## config.mk

```make
export PLATFORM = sky130hd
export DESIGN_NAME = shift4_reg
export DESIGN_NICKNAME = d
export VERILOG_FILES = /design/src/shift4_pkg.sv /design/src/shift4_reg.sv /design/src/word_fifo.sv
export VERILOG_INCLUDE_DIRS = /design/src
export SDC_FILE = /design/constraint.sdc
export NUM_CORES = 1
export LEC_CHECK = 0
export ABC_AREA = 1
export BUFFER_PORTS_ARGS = -buffer_cell sky130_fd_sc_hd__buf_2
export CORE_UTILIZATION = 58
export DETAILED_ROUTE_END_ITERATION = 12
export PLACE_DENSITY = 0.89
export SLEW_MARGIN = 15
export SYNTH_ARGS = -nofsm -noshare
export SYNTH_HDL_FRONTEND = slang
export SYNTH_SLANG_ARGS = --single-unit
```

## constraint.sdc

```tcl
create_clock -name mclk -period 2.5 [get_ports mclk]
set_input_delay 0.25 -clock mclk [delete_from_list [all_inputs] [get_ports mclk]]
set_output_delay 0.25 -clock mclk [all_outputs]
set_load 0.05 [all_outputs]
```

## src/shift4_consts.svh

```systemverilog
// constants for the four-stage bidirectional shift register
// What this block does
// - four stages, each with its own parallel input and output, plus one serial input.
// - two operations only: parallel load and shift toward the last stage; a shift toward the first stage is a load of fed-back stages.
// - with mode high, a falling edge of the left/load clock loads all four parallel inputs; an edge is dropped while the fifo is full.
// - during a parallel load the serial input is ignored.
// - with mode low, a falling edge of the right clock moves serial into stage one and each stage into the next; an edge is dropped while the fifo is full.
// - the right clock does nothing with mode high, the left/load clock nothing with mode low.
// - with the selected clock steady the stages hold their values.
// - the listed mode changes with steady clocks leave the stages unchanged.
`ifndef SHIFT4_CONSTS_SVH
`define SHIFT4_CONSTS_SVH
`define STAGES      4
`define FIFO_DEPTH  8
`define FIFO_AW     3
`define MODE_LOAD   1'b1
`define MODE_RIGHT  1'b0
`define WORD_RESET  4'h0
`endif

```

## src/shift4_pkg.sv

```systemverilog
// types for the four-stage bidirectional shift register
package shift4_pkg;
  typedef logic [3:0] stage_vec_t;
endpackage : shift4_pkg

```

## src/shift4_reg.sv

```systemverilog
// four-stage parallel-access shift register with left/right clocks and output fifo
`timescale 1ns/1ps
`include "shift4_consts.svh"
module shift4_reg (
  // clock and reset
  input  wire logic                 mclk,
  input  wire logic                 reset,
  // register controls, sampled on mclk
  input  wire logic                 mode_ctl,
  input  wire logic                 right_clk,
  input  wire logic                 left_clk,
  input  wire logic                 serial_in,
  input  wire shift4_pkg::stage_vec_t par_in,
  // parallel outputs
  output logic                      first_stage_out,
  output logic                      second_stage_out,
  output logic                      third_stage_out,
  output logic                      last_stage_out,
  // stream of words captured after each load or shift
  output logic                      word_valid,
  input  wire logic                 word_ready,
  output shift4_pkg::stage_vec_t    word_data,
  // high one cycle after the fifo is full; further updates are stalled while it is full
  output logic                      stall
);
  // ==========================================================
  // edge detection on the external clocks
  // ==========================================================
  logic right_d_r, right_d_nxt, left_d_r, left_d_nxt;
  logic right_fall, left_fall;

  function automatic logic falling(input logic prev, input logic now);
    falling = prev && !now;
  endfunction : falling

  // a falling edge that lands while full is lost; the stall output tells the source
  assign right_fall = falling(right_d_r, right_clk);
  assign left_fall  = falling(left_d_r, left_clk);

  always_comb begin
    right_d_nxt = right_clk;
    left_d_nxt  = left_clk;
  end

  always_ff @(posedge mclk) begin
    if (reset) begin
      right_d_r <= 1'b0;
      left_d_r  <= 1'b0;
    end else begin
      right_d_r <= right_d_nxt;
      left_d_r  <= left_d_nxt;
    end
  end

  // ==========================================================
  // stage storage
  // ==========================================================
  typedef enum logic [2:0] {
    OP_HOLD  = 3'b001,
    OP_LOAD  = 3'b010,
    OP_RIGHT = 3'b100
  } op_t;

  op_t                    op;
  shift4_pkg::stage_vec_t stage_r, stage_nxt;
  logic                   fifo_in_ready;

  // only the clock that mode selects can act; mode changes alone never do
  always_comb begin
    op = OP_HOLD;
    if (fifo_in_ready) begin
      if (mode_ctl == `MODE_LOAD && left_fall) begin
        op = OP_LOAD;
      end else if (mode_ctl == `MODE_RIGHT && right_fall) begin
        op = OP_RIGHT;
      end
    end
  end

  // next value of one stage from its own parallel input or its upstream neighbour
  function automatic logic stage_next(input op_t sel, input logic cur, input logic par, input logic upstream);
    case (sel)
      OP_LOAD:  stage_next = par;
      OP_RIGHT: stage_next = upstream;
      default:  stage_next = cur;
    endcase
  endfunction : stage_next

  // bit 0 is the first stage, bit 3 the last; serial only enters the first stage
  always_comb begin
    stage_nxt[0] = stage_next(op, stage_r[0], par_in[0], serial_in);
    stage_nxt[1] = stage_next(op, stage_r[1], par_in[1], stage_r[0]);
    stage_nxt[2] = stage_next(op, stage_r[2], par_in[2], stage_r[1]);
    stage_nxt[3] = stage_next(op, stage_r[3], par_in[3], stage_r[2]);
  end

  // no reset on the stages: contents stay undefined until the first load or four shifts
  always_ff @(posedge mclk) begin
    stage_r <= stage_nxt;
  end

  // outputs mirror the stages every cycle, no enable
  assign first_stage_out  = stage_r[0];
  assign second_stage_out = stage_r[1];
  assign third_stage_out  = stage_r[2];
  assign last_stage_out   = stage_r[3];

  // ==========================================================
  // output word buffer
  // ==========================================================
  logic push_r;
  logic push_nxt;
  logic stall_r;
  logic stall_nxt;
  logic fifo_ready_raw;

  // stall shows a full fifo; the one-cycle gap after each taken edge is not reported
  always_comb begin
    push_nxt  = (op != OP_HOLD);
    stall_nxt = !fifo_ready_raw;
  end

  always_ff @(posedge mclk) begin
    if (reset) begin
      push_r  <= 1'b0;
      stall_r <= 1'b0;
    end else begin
      push_r  <= push_nxt;
      stall_r <= stall_nxt;
    end
  end

  assign stall = stall_r;

  // one update is in flight at most, as no edge is taken while push_r is high, so ready is checked a cycle early with no slot spare
  assign fifo_in_ready = fifo_ready_raw && !push_r;

  // the fifo head passes one more register so the ports come straight from flops;
  // the block therefore holds nine words before it stalls
  logic                   fifo_out_valid;
  logic                   fifo_out_ready;
  shift4_pkg::stage_vec_t fifo_out_data;

  word_fifo #(
    .WIDTH (`STAGES),
    .DEPTH (`FIFO_DEPTH),
    .AW    (`FIFO_AW)
  ) u_fifo (
    .mclk      (mclk),
    .reset     (reset),
    .in_valid  (push_r),
    .in_ready  (fifo_ready_raw),
    .in_data   (stage_r),
    .out_valid (fifo_out_valid),
    .out_ready (fifo_out_ready),
    .out_data  (fifo_out_data)
  );

  // ==========================================================
  // output word register
  // ==========================================================
  logic                   word_valid_r;
  logic                   word_valid_nxt;
  shift4_pkg::stage_vec_t word_data_r;
  shift4_pkg::stage_vec_t word_data_nxt;

  // the head moves up in the same cycle the old word leaves, so a steady drain loses no cycle
  always_comb begin
    fifo_out_ready = !word_valid_r || word_ready;
    word_valid_nxt = word_valid_r && !word_ready;
    word_data_nxt  = word_data_r;
    if (fifo_out_valid && fifo_out_ready) begin
      word_valid_nxt = 1'b1;
      word_data_nxt  = fifo_out_data;
    end
  end

  always_ff @(posedge mclk) begin
    if (reset) begin
      word_valid_r <= 1'b0;
      word_data_r  <= `WORD_RESET;
    end else begin
      word_valid_r <= word_valid_nxt;
      word_data_r  <= word_data_nxt;
    end
  end

  assign word_valid = word_valid_r;
  assign word_data  = word_data_r;
endmodule : shift4_reg

```

## src/word_fifo.sv

```systemverilog
// small flip-flop fifo with valid/ready on both sides
`timescale 1ns/1ps
module word_fifo #(
  parameter int WIDTH = 4,
  parameter int DEPTH = 8,
  parameter int AW    = 3
) (
  // clock and reset
  input  wire logic             mclk,
  input  wire logic             reset,
  // fill side
  input  wire logic             in_valid,
  output logic                  in_ready,
  input  wire logic [WIDTH-1:0] in_data,
  // drain side
  output logic                  out_valid,
  input  wire logic             out_ready,
  output logic      [WIDTH-1:0] out_data
);
  logic [WIDTH-1:0] mem_r [DEPTH];
  logic [AW-1:0]    wr_r, wr_nxt, rd_r, rd_nxt;
  logic [AW:0]      cnt_r, cnt_nxt;
  logic             push, pop;

  assign push      = in_valid && in_ready;
  assign pop       = out_valid && out_ready;
  assign in_ready  = (cnt_r != DEPTH[AW:0]);
  assign out_valid = (cnt_r != '0);
  assign out_data  = mem_r[rd_r];

  always_comb begin
    wr_nxt  = push ? wr_r + 1'b1 : wr_r;
    rd_nxt  = pop ? rd_r + 1'b1 : rd_r;
    cnt_nxt = cnt_r;
    if (push && !pop) begin
      cnt_nxt = cnt_r + 1'b1;
    end else if (pop && !push) begin
      cnt_nxt = cnt_r - 1'b1;
    end
  end

  always_ff @(posedge mclk) begin
    if (reset) begin
      wr_r  <= '0;
      rd_r  <= '0;
      cnt_r <= '0;
    end else begin
      wr_r  <= wr_nxt;
      rd_r  <= rd_nxt;
      cnt_r <= cnt_nxt;
    end
  end

  // storage itself needs no reset; only written words are ever read
  always_ff @(posedge mclk) begin
    if (push) begin
      mem_r[wr_r] <= in_data;
    end
  end
endmodule : word_fifo

```

==> results of run 1 <==
[path summary, 6_finish.rpt]
kind | from | to | slack (ps) | cells after the start
min reg2reg | word_data[1] | word_data[1] | 480 | 2
max reg2reg | u_fifo.cnt_r[0] | u_fifo.cnt_r[3] | 300 | 12
min | left_clk | left_d_r | 160 | 3
max | u_fifo.cnt_r[0] | u_fifo.cnt_r[3] | 300 | 12
[synth_stat cells (3+ instances only)]
cell and instances:
nand3_1 28, nor2_1 20, a21oi_1 10, nand2_2 9
dfxtp_1 19, nand2_1 59, nor3_1 3, inv_1 48
o21ai_0 11, edfxtp_1 36, ha_1 5
[area by class of cell]
| type | instances | area [um2] |
|---|---|---|
| Clock buffer | 6 | 82.58 |
| Clock inverter | 2 | 16.27 |
| Fill cell | 302 | 1368 |
| Inverter | 51 | 196.4 |
| Multi-Input combinational cell | 156 | 770.7 |
| Sequential cell | 55 | 1461 |
| Tap cell | 50 | 62.56 |
| Timing Repair Buffer | 20 | 100.1 |
[placed cells by master, fill, tap and decap left out, types with 2 or more instances in the layout]
cell type,n
nor3_1,3
dfxtp_1,19
nand2_2,9
buf_2,20
ha_1,5
nand3_2,2
nand3_1,28
o21ai_0,11
o21ai_1,2
a21oi_1,10
inv_1,48
clkbuf_8,6
xor2_1,2
edfxtp_1,36
nor2_1,20
nand2_1,59
[flip-flops by register name, indices dropped and copies added (netlist names)]
signal        flops
left_d_r          1
push_r            1
right_d_r         1
stage_r           4
stall             1
u_fifo.cnt_r      4
u_fifo.mem_r     32
u_fifo.rd_r       3
u_fifo.wr_r       3
word_data         4
word_valid        1
[metrics by stage]
step	util	std cells	total power, mW
after floorplan	-	268	1.991
after global placement	0.6386	332	2.102
after detailed placement	0.6386	332	2.134
after CTS	0.6630	340	2.630
after global routing	0.6630	340	2.793
final	0.6630	340	2.634
[routing by layer]
layer  up-vias  share of wire
li1        896              -
met1       813           0.38
met5         -              0
met3        15          0.076
met4         0          0.033
met2        86           0.51
[worst register-to-register path, stage by stage (launching register included)]
cell and delay [ps]:
dfxtp_1 370, nor2_2 170, nand3_2 100, o21ai_2 200
ha_1 240, inv_1 100, ha_1 310, or2_2 310
nand2_1 70, nand3_1 60, nand2_1 60, nand2_1 40
a21oi_1 110
[power groups by stage]
stage | Clock, mW | Combinational [mW] | Sequential [mW]
floorplan | 0 | 0.669 | 1.32
global route | 0.546 | 1.01 | 1.24
finish | 0.505 | 0.906 | 1.22
detailed placement | 0 | 0.893 | 1.24
global placement | 0 | 0.864 | 1.24
CTS | 0.506 | 0.901 | 1.22
[logic make-up (layout without fill, tap and decap cells)]
| family | Yosys count | count (layout) |
|---|---|---|
| simple gates | 124 | 124 |
| buf+inv | 57 | 79 |
| flops | 55 | 55 |
| compound gates | 24 | 24 |
| fa+ha+maj | 6 | 6 |
| xor+xnor | 2 | 2 |
==> summary.md, run 1 <==
| Metric | Value |
|---|---|
| Outcome | finished, final reports clean |
| Count of final hold-check violations | 0 |
| CTS Hold Bufs | 0 |
| Worst slew pin tran | 760.5 ps |
| Simple-gate share of the synthesized area | 0.2200 |
| Std-Cell Core Area | between 4000 and 5000 um2 |
| Post-Synth Adder-Cell Area | 0.03323 |
| Mapped Avg Cell Area | 9.272 um2 |
| Largest net degree at the start of global routing | 19 |
| Worst path required time | 2750 ps |
| M1 GR Usage | 0.2652 |
| # nets final | 306 |
| RSZ-0062 raised after global routing | no |
| Die area | approximately 4600 um2 |
| Clock Skews | 13.14 ps |
| Power share of the clock group | 0.192 |
| 1st-pass router iterations | 4 |
| Ys flop type | edfxtp_1 |
| CTS tree | yes |
| Most frequent CP cell | nand2_1 |
| Leakage power | 1.198 nW |
| Grt met2 use | 0.3575 |
| Routed WL per cell | 12.69 um |
| Crit-path max FO | 12 |
| I/O pins | 21 |
| Post-DP HPWL | 3079 um |
| Vias in the first global route | 1580 |
| Power Dens Cells | 979.0 nW/um2 |
| Overall die width | 67.46 um |
| CTS root buf | clkbuf_8 |
| Vias/cell | 5.324 |
| Post-CTS sizing | 0 |
| Number of port buffers | 20 |
| Final setup viols | 0 |
| Initial DRC Count | 154 |
| Worst VDD drop | 0.0007104 V |
| Syn Inst Count | around 270 |
| Synthesized area | 2485 um2 |
| Slowest cell on crit path | dfxtp_1 |
| Synth cell types | 26 |
| M3 GR Usage | 0.06588 |
| Clk_lat worst skew | 310 ps |
| Post-Synth XOR/XNOR Area | 0.007049 |
| FP Rows | 23 |
| TNS Setup | 0 ps |
| Main combinational cell family by area after synthesis | simple AND/OR/NAND/NOR gates |
| Max-Cap Viols | 0 |
| Post-synthesis compound-gate area fraction | 0.04985 |
| Area delta synth->final | 8.258% |
| Logic gate share of total power | 0.344 |
| WP data arrival | 2450 ps |
| Syn. warnings | 0 |
| Critical path's top delay family | simple AND/OR/NAND/NOR gates |
| Part of the Yosys area used for sequential elements | 0.5881 |
| Final Max Slew Viols | 0 |
| ANT cells | 0 |
| Clk slew on worst S/H paths | 100 ps |
| Clock buffer depth | 2 |
| Nature of the critical path endpoint | flop |
| Total wire length | roughly 4300 um |
| First-pass GRT wire length | 6982 um |
| Initial antenna violation count | 0 |
| Mux share of post-synthesis cell area | 0 |
| EDFF count, synth | 36 |
| Final Cell Area | 2690 um2 |
| Place WS | 309.4 ps |
| FMAX | 455.4 MHz |
| Hold WS | 159.8 ps |
| Global router's overall resource usage | 0.2195 |
| Critical path class | flop to flop |
| Vias | 1810 |
| Initial cell density of the core | 0.6124 |
| Clock Sinks | between 50 and 60 |
| HP Class | input pin to flop |
| Sw Pwr | 1.044 mW |
| Pint | approximately 1.6 mW |
| Final Wtd Congestion | 0.8432 |
| Worst path max stage delay | 370 ps |
| Fin crit share | 0.8783 |
| Cells along the critical path | nor2_2 > nand3_2 > o21ai_2 > ha_1 > inv_1 > ha_1 > or2_2 > nand2_1 > nand3_1 > nand2_1 > nand2_1 > a21oi_1 |
| Top cells by area, synth | edfxtp_1 44%, dfxtp_1 15%, nand2_1 8.9% |
| Overflow after GRT | 0 |
| TritonCTS Buffers | 5 |
| Area leader, netlist | edfxtp_1 |
| Final ANT Viol Nets | 0 |
| Setup WS post-layout | 304.1 ps |
| Remaining DRCs | 0 |
| Crit path time final | 2196 ps |
| CTS H-tree depth | 2 |
| Seq pwr share | 0.464 |
| Async SR Flop Fraction | 0 |
| Worst Path Buf+Inv | 1 |
| Syn_nets | 285 |
| Placed cell area | 2591 um2 |
| Switch share | 0.3965 |
| Share of the synthesized area in the top cell type | 0.4350 |
| GRT Max-Usage Layer | met2 |
| Worst slew margin | 0.4923 |
| #FFs+latches synth | 55 |
| Critical Path Source Type | flop |
| Die height | 67.46 um |
| Layout cell share with drive strength beyond 1 | 0.1517 |
| Post-CTS setup buffers | 0 |
No activity file was read; power rests on OpenSTA's default activity.
==> run 2, diff against run 1 <==
CELL_PAD_IN_SITES_DETAIL_PLACEMENT = 2   (was default)
CELL_PAD_IN_SITES_GLOBAL_PLACEMENT = 2   (was default)
CORE_UTILIZATION = 37   (was 58)
==> run 2 against run 1 <==
Effect of this change:
- sequential power about the same
- first-iteration DRC count shrank 47%
- hold slack worse by 15 ps
- the flow now finishes with violations (design-rule violations)
- highest routed layer unchanged
- maximum frequency shrank 2.3%
- clock skew grew 0.98 ps
- via count grew 2.9%
- routed wire length is 52% higher
- final cell count grew 8.2%
==> summary.md, run 2 (synthesized netlist as in run 1, its figures left out) <==
| Metric | Value |
|---|---|
| Outcome | complete, but fails checks |
| Violated checks | design-rule violations |
| Die area | 7048 um2 |
| # nets final | 307 |
| Most frequent cells in the layout | 59 x nand2_1, 48 x inv_1, 36 x edfxtp_1 |
| Remaining DRCs | 1 |
| Critical Path Source Type | flop |
| Max-Cap Viols | 0 |
| Vias/cell | 5.063 |
| Crit-path max FO | 6 |
| Nature of the critical path endpoint | flop |
| Initial antenna violation count | 0 |
| Power Dens Cells | 1004 nW/um2 |
| Critical path class | flop to flop |
| RSZ-0062 raised after global routing | no |
| ANT cells | 0 |
| FMAX | 444.8 MHz |
| Final ANT Viol Nets | 0 |
| CTS root buf | clkbuf_8 |
| Worst VDD drop | 0.0003734 V |
| Clock Skews | about 14 ps |
| Place WS | between 200 and 250 ps |
| Setup WS post-layout | 251.6 ps |
| Leakage power | 1.205 nW |
| Vias in the first global route | 2054 |
| Final Wtd Congestion | between 0.7 and 0.8 |
| 1st-pass router iterations | 8 |
| Post-DP HPWL | 4960 um |
| Critical path's top delay family | simple AND/OR/NAND/NOR gates |
| Crit path time final | 2248 ps |
| Clk_lat worst skew | ~330 ps |
| HP Class | input pin to flop |
| Initial DRC Count | 81 |
| Total power | 2.739 mW |
| Area delta synth->final | 9.769% |
| Final setup viols | 0 |
| Clock buffer depth | 2 |
| Final Max Slew Viols | 0 |
| CTS tree | yes |
| Max FFs per register | 32 |
| Routed WL per cell | about 18 um |
| Die height | 83.95 um |
| Overall die width | 83.95 um |
| Cells along the critical path | nor2_2 > nand3_2 > nand2_2 > inv_2 > ha_1 > inv_1 > ha_1 > or2_2 > nand2_1 > nand3_1 > nand2_1 > nand2_1 > a21oi_1 |
| CTS H-tree depth | 2 |
| Worst slew margin | 0.6058 |
| Worst path required time | ~2800 ps |
| Overflow after GRT | 0 |
| Slowest cell on crit path | dfxtp_1 |
| Most frequent CP cell | nand2_1 |
| Worst path max stage delay | 380 ps |
| Post-CTS setup buffers | 0 |
| Clock Sinks | 55 |
| CTS Hold Bufs | 0 |
| Vias | 1863 |
| Count of final hold-check violations | 0 |
| Fin crit share | 0.8994 |
| First-pass GRT wire length | around 11000 um |
| Total wire length | around 6600 um |
| Largest Register | u_fifo.mem_r |
| Post-CTS sizing | 0 |
| Initial cell density of the core | 0.3869 |
| Number of port buffers | 20 |
| Std-Cell Core Area | 6422 um2 |
| TNS Setup | 0 ps |
| FP Rows | 29 |
| Layout cell share with drive strength beyond 1 | 0.1546 |
| TritonCTS Buffers | 5 |
| Worst Path Buf+Inv | 2 |
| Most common cell after layout, fill and taps aside | nand2_1 |
| I/O pins | 21 |
| Global router's overall resource usage | 0.2030 |
| WP data arrival | 2500 ps |
| Clk slew on worst S/H paths | about 100 ps |
| Worst slew pin tran | 589.1 ps |
| Largest net degree at the start of global routing | 20 |
## run 2: cell types whose count changed in the layout (fill, tap and decap cells not counted), sizes merged
cell,previous run,this run
buf,20,21
clkinvlp,1,0
inv,50,52
clkbuf,6,5
## run 2: cell type report
type	instances	area, um2
Clock buffer	5	68.82
Clock inverter	3	26.28
Fill cell	721	3695
Inverter	51	196.4
Multi-Input combinational cell	156	770.7
Sequential cell	55	1461
Tap cell	77	96.34
Timing Repair Buffer	21	107.6
## run 2: stage by stage
step / hold WS, ps / instance area (um2) / instances / util
final: 144.5 / 2728 / 368 / 0.4247
after global routing: 153.3 / 2728 / 368 / 0.4247
after CTS: 143.3 / 2728 / 368 / 0.4247
after detailed placement: 475.8 / 2633 / 360 / 0.4099
after global placement: 460.6 / 2633 / 360 / 0.4099
after floorplan: 329.3 / 2485 / 268 / -
## run 2: path summary, 6_finish.rpt
path | to | slack, ps | cells after the start | startpoint
hold reg to reg | word_data[0] | 490 | 2 | word_data[0]
setup reg to reg | u_fifo.cnt_r[3] | 250 | 13 | u_fifo.cnt_r[0]
hold / removal | left_d_r | 140 | 3 | left_clk
setup / recovery | u_fifo.cnt_r[3] | 250 | 13 | u_fifo.cnt_r[0]
## run 2: where the power goes
| part | switching, mW | internal (mW) |
|---|---|---|
| clock network | 0.328 | 0.207 |
| logic | 0.697 | 0.295 |
| registers | 0.130 | 1.08 |
| total | 1.16 | 1.58 |
## run 2: metal layers
layer  part of all wire  vias to the layer above  GRT usage
li1                   -                      893          -
met1               0.41                      928     0.2354
met2               0.54                       35     0.3785
met3              0.035                        7    0.03561
met4              0.014                        0    0.06113
met5                  0                        -          0
## run 2: tightest hold or removal path, delay by kind of cell
family | cells | cell delay [ps]
simple gates | 1 | 70
buf+inv | 2 | 110
==> run 3, diff against run 2 <==
--- a/config.mk
+++ b/config.mk
@@ -12,5 +12,5 @@
 export CELL_PAD_IN_SITES_GLOBAL_PLACEMENT = 2
-export CORE_UTILIZATION = 37
+export CORE_UTILIZATION = 40
 export DETAILED_ROUTE_END_ITERATION = 12
-export PLACE_DENSITY = 0.89
+export PLACE_DENSITY = 0.95
 export SLEW_MARGIN = 15
==> constraint.sdc (replaced) <==
create_clock -name mclk -period 2.7 [get_ports mclk]
set_input_delay 0.27 -clock mclk [delete_from_list [all_inputs] [get_ports mclk]]
set_output_delay 0.27 -clock mclk [all_outputs]
set_load 0.1 [all_outputs]
==> run 3 against run 2 <==
Effect of this change:
- the run now ends clean
- non-clock buffer count is the same
- clock power is 10% lower
- critical path depth decreased by 1
- global-route usage grew 5.7 points
- first-iteration DRC count is 12% higher
- highest routed layer unchanged
- sequential share of layout area rose by 0.12 points
- die area down 7.3%
- clock skew fell by 5.1 ps
- final cell count fell by 0.54%
==> summary.md, run 3 (synthesized netlist as in run 1, its figures left out) <==
| Metric | Value |
|---|---|
| Outcome | finished, final reports clean |
| Vias in the first global route | 2197 |
| # nets final | a little over 300 |
| Clk slew on worst S/H paths | approximately 90 ps |
| Fin crit share | 0.8930 |
| CTS tree | yes |
| Hold path cells | 3 |
| Final Wtd Congestion | 0.7916 |
| TNS Setup | 0 ps |
| Initial antenna violation count | 0 |
| FMAX | 414.7 MHz |
| Worst reg2reg path startpoint | u_fifo.cnt_r[0] |
| HP Class | input pin to flop |
| Most frequent cells in the layout | 59 x nand2_1, 48 x inv_1, 36 x edfxtp_1 |
| Count of final hold-check violations | 0 |
| Sw Pwr | 1.272 mW |
| Layout cell share with drive strength beyond 1 | 0.1512 |
| WP data arrival | 2650 ps |
| 1st-pass router iterations | 4 |
| Hold EP | left_d_r |
| Post-CTS setup buffers | 0 |
| Worst path max stage delay | 380 ps |
| Worst slew pin tran | between 500 and 600 ps |
| Max FFs per register | 32 |
| Critical Path Source Type | flop |
| Std-Cell Core Area | 5956 um2 |
| Area delta synth->final | 9.517% |
| Clock buffer depth | 2 |
| Overall die width | 80.82 um |
| Overflow after GRT | 0 |
| I/O pins | 21 |
| Pint | between 1 and 1.5 mW |
| Max-Cap Viols | 0 |
| Die height | 80.82 um |
| Initial DRC Count | 91 |
| CTS root buf | clkbuf_8 |
| HP Start | left_clk |
| CTS Hold Bufs | 0 |
| FF-to-FF setup slack | about 290 ps |
| Slowest cell on crit path | dfxtp_1 |
| Vias/cell | 5.260 |
| Post-CTS sizing | 0 |
| RSZ-0062 raised after global routing | no |
| Seq pwr share | 0.412 |
| Nature of the critical path endpoint | flop |
| Number of port buffers | 20 |
| Power share of the clock group | 0.175 |
| Placed cell area | 2630 um2 |
| Total wire length | 7697 um |
| Global router's overall resource usage | 0.2598 |
| Routed WL per cell | 21.03 um |
| First-pass GRT wire length | 11850 um |
| Worst slew margin | 0.6157 |
| Logic gate share of total power | 0.413 |
| Crit-path max FO | 12 |
| Most frequent CP cell | nand2_1 |
| FP Rows | 28 |
| Die area | 6531 um2 |
| Crit path time final | 2411 ps |
| Reg2Reg Depth | 12 |
| TritonCTS Buffers | 5 |
| Leakage power | roughly 1.2 nW |
| Final setup viols | 0 |
| Largest net degree at the start of global routing | 19 |
| Final Cell Area | 2721 um2 |
| Clock Skews | around 9.0 ps |
| Final Max Slew Viols | 0 |
| Clock Sinks | 55 |
| Largest Register | u_fifo.mem_r |
| Initial cell density of the core | 0.4172 |
| Post-DP HPWL | 5598 um |
| Worst Path Buf+Inv | 1 |
| Cells along the critical path | nor2_2 > nand3_2 > o21ai_2 > ha_1 > inv_1 > ha_1 > or2_2 > nand2_1 > nand3_1 > nand2_1 > nand2_1 > a21oi_1 |
| CTS H-tree depth | 2 |
| Worst VDD drop | 0.0005751 V |
| Critical path's top delay family | simple AND/OR/NAND/NOR gates |
| Worst r2r dst | u_fifo.cnt_r[3] |
| ANT cells | 0 |
| Vias | ~1900 |
| Worst path required time | just under 3000 ps |
| Critical path class | flop to flop |
| Switch share | 0.4611 |
| Most common cell after layout, fill and taps aside | nand2_1 |
| Remaining DRCs | 0 |
| Clk_lat worst skew | 310 ps |
| Final ANT Viol Nets | 0 |
| Power Dens Cells | 1014 nW/um2 |
run 3: worst max-delay path by stage:
stage | start | end | slack (ps) | cells after the start
5_1_grt | u_fifo.cnt_r[0] | u_fifo.cnt_r[3] | 90 | 12
2_1_floorplan | word_valid | u_fifo.cnt_r[3] | 60 | 12
3_3_place_gp | u_fifo.cnt_r[0] | u_fifo.cnt_r[3] | 570 | 12
4_1_cts | u_fifo.cnt_r[0] | u_fifo.cnt_r[3] | 260 | 12
3_5_place_dp | u_fifo.cnt_r[0] | u_fifo.cnt_r[3] | 300 | 12
6_report | u_fifo.cnt_r[0] | u_fifo.cnt_r[3] | 290 | 12
run 3: through the flow:
step / util / setup WS [ps] / hold WS [ps] / cells / power (mW)
2_1_floorplan: - / 59.12 / 349.3 / 268 / 1.999
3_5_place_dp: 0.4416 / 296.5 / 468.1 / 358 / 2.259
3_3_place_gp: 0.4416 / 569.2 / 460.7 / 358 / 2.144
4_1_cts: 0.4569 / 263.2 / 191.8 / 366 / 2.758
6_report: 0.4569 / 288.9 / 185.2 / 366 / 2.758
5_1_grt: 0.4569 / 92.81 / 184.5 / 366 / 2.895
run 3: power by group through the flow:
stage	combinational, mW	sequential, mW	clock (mW)
2_1_floorplan	0.620	1.38	0
3_3_place_gp	1.01	1.14	0
3_5_place_dp	1.10	1.16	0
4_1_cts	1.14	1.14	0.478
5_1_grt	1.23	1.15	0.515
6_report	1.14	1.14	0.482
run 3: tightest hold or removal path: cells and delay by family:
family,cells,cell delay (ps)
AND/OR/NAND/NOR,1,80
buffers and inverters,2,120
run 3: final cells by class:
cell class,instances,area (um2)
clock buffer,7,86.33
tap,75,93.84
fill,661,3234
inverter,51,196.4
multi-input combinational,156,770.7
sequential,55,1461
timing repair buffer,21,107.6
clock inverter,1,5.005
run 3: per-layer routing:
metal,up-vias,share of wire,GRT usage
met1,971,0.40,0.2807
met2,39,0.54,0.4857
li1,893,-,-
met5,-,0,0
met4,0,0.039,0.1161
met3,22,0.023,0.05056
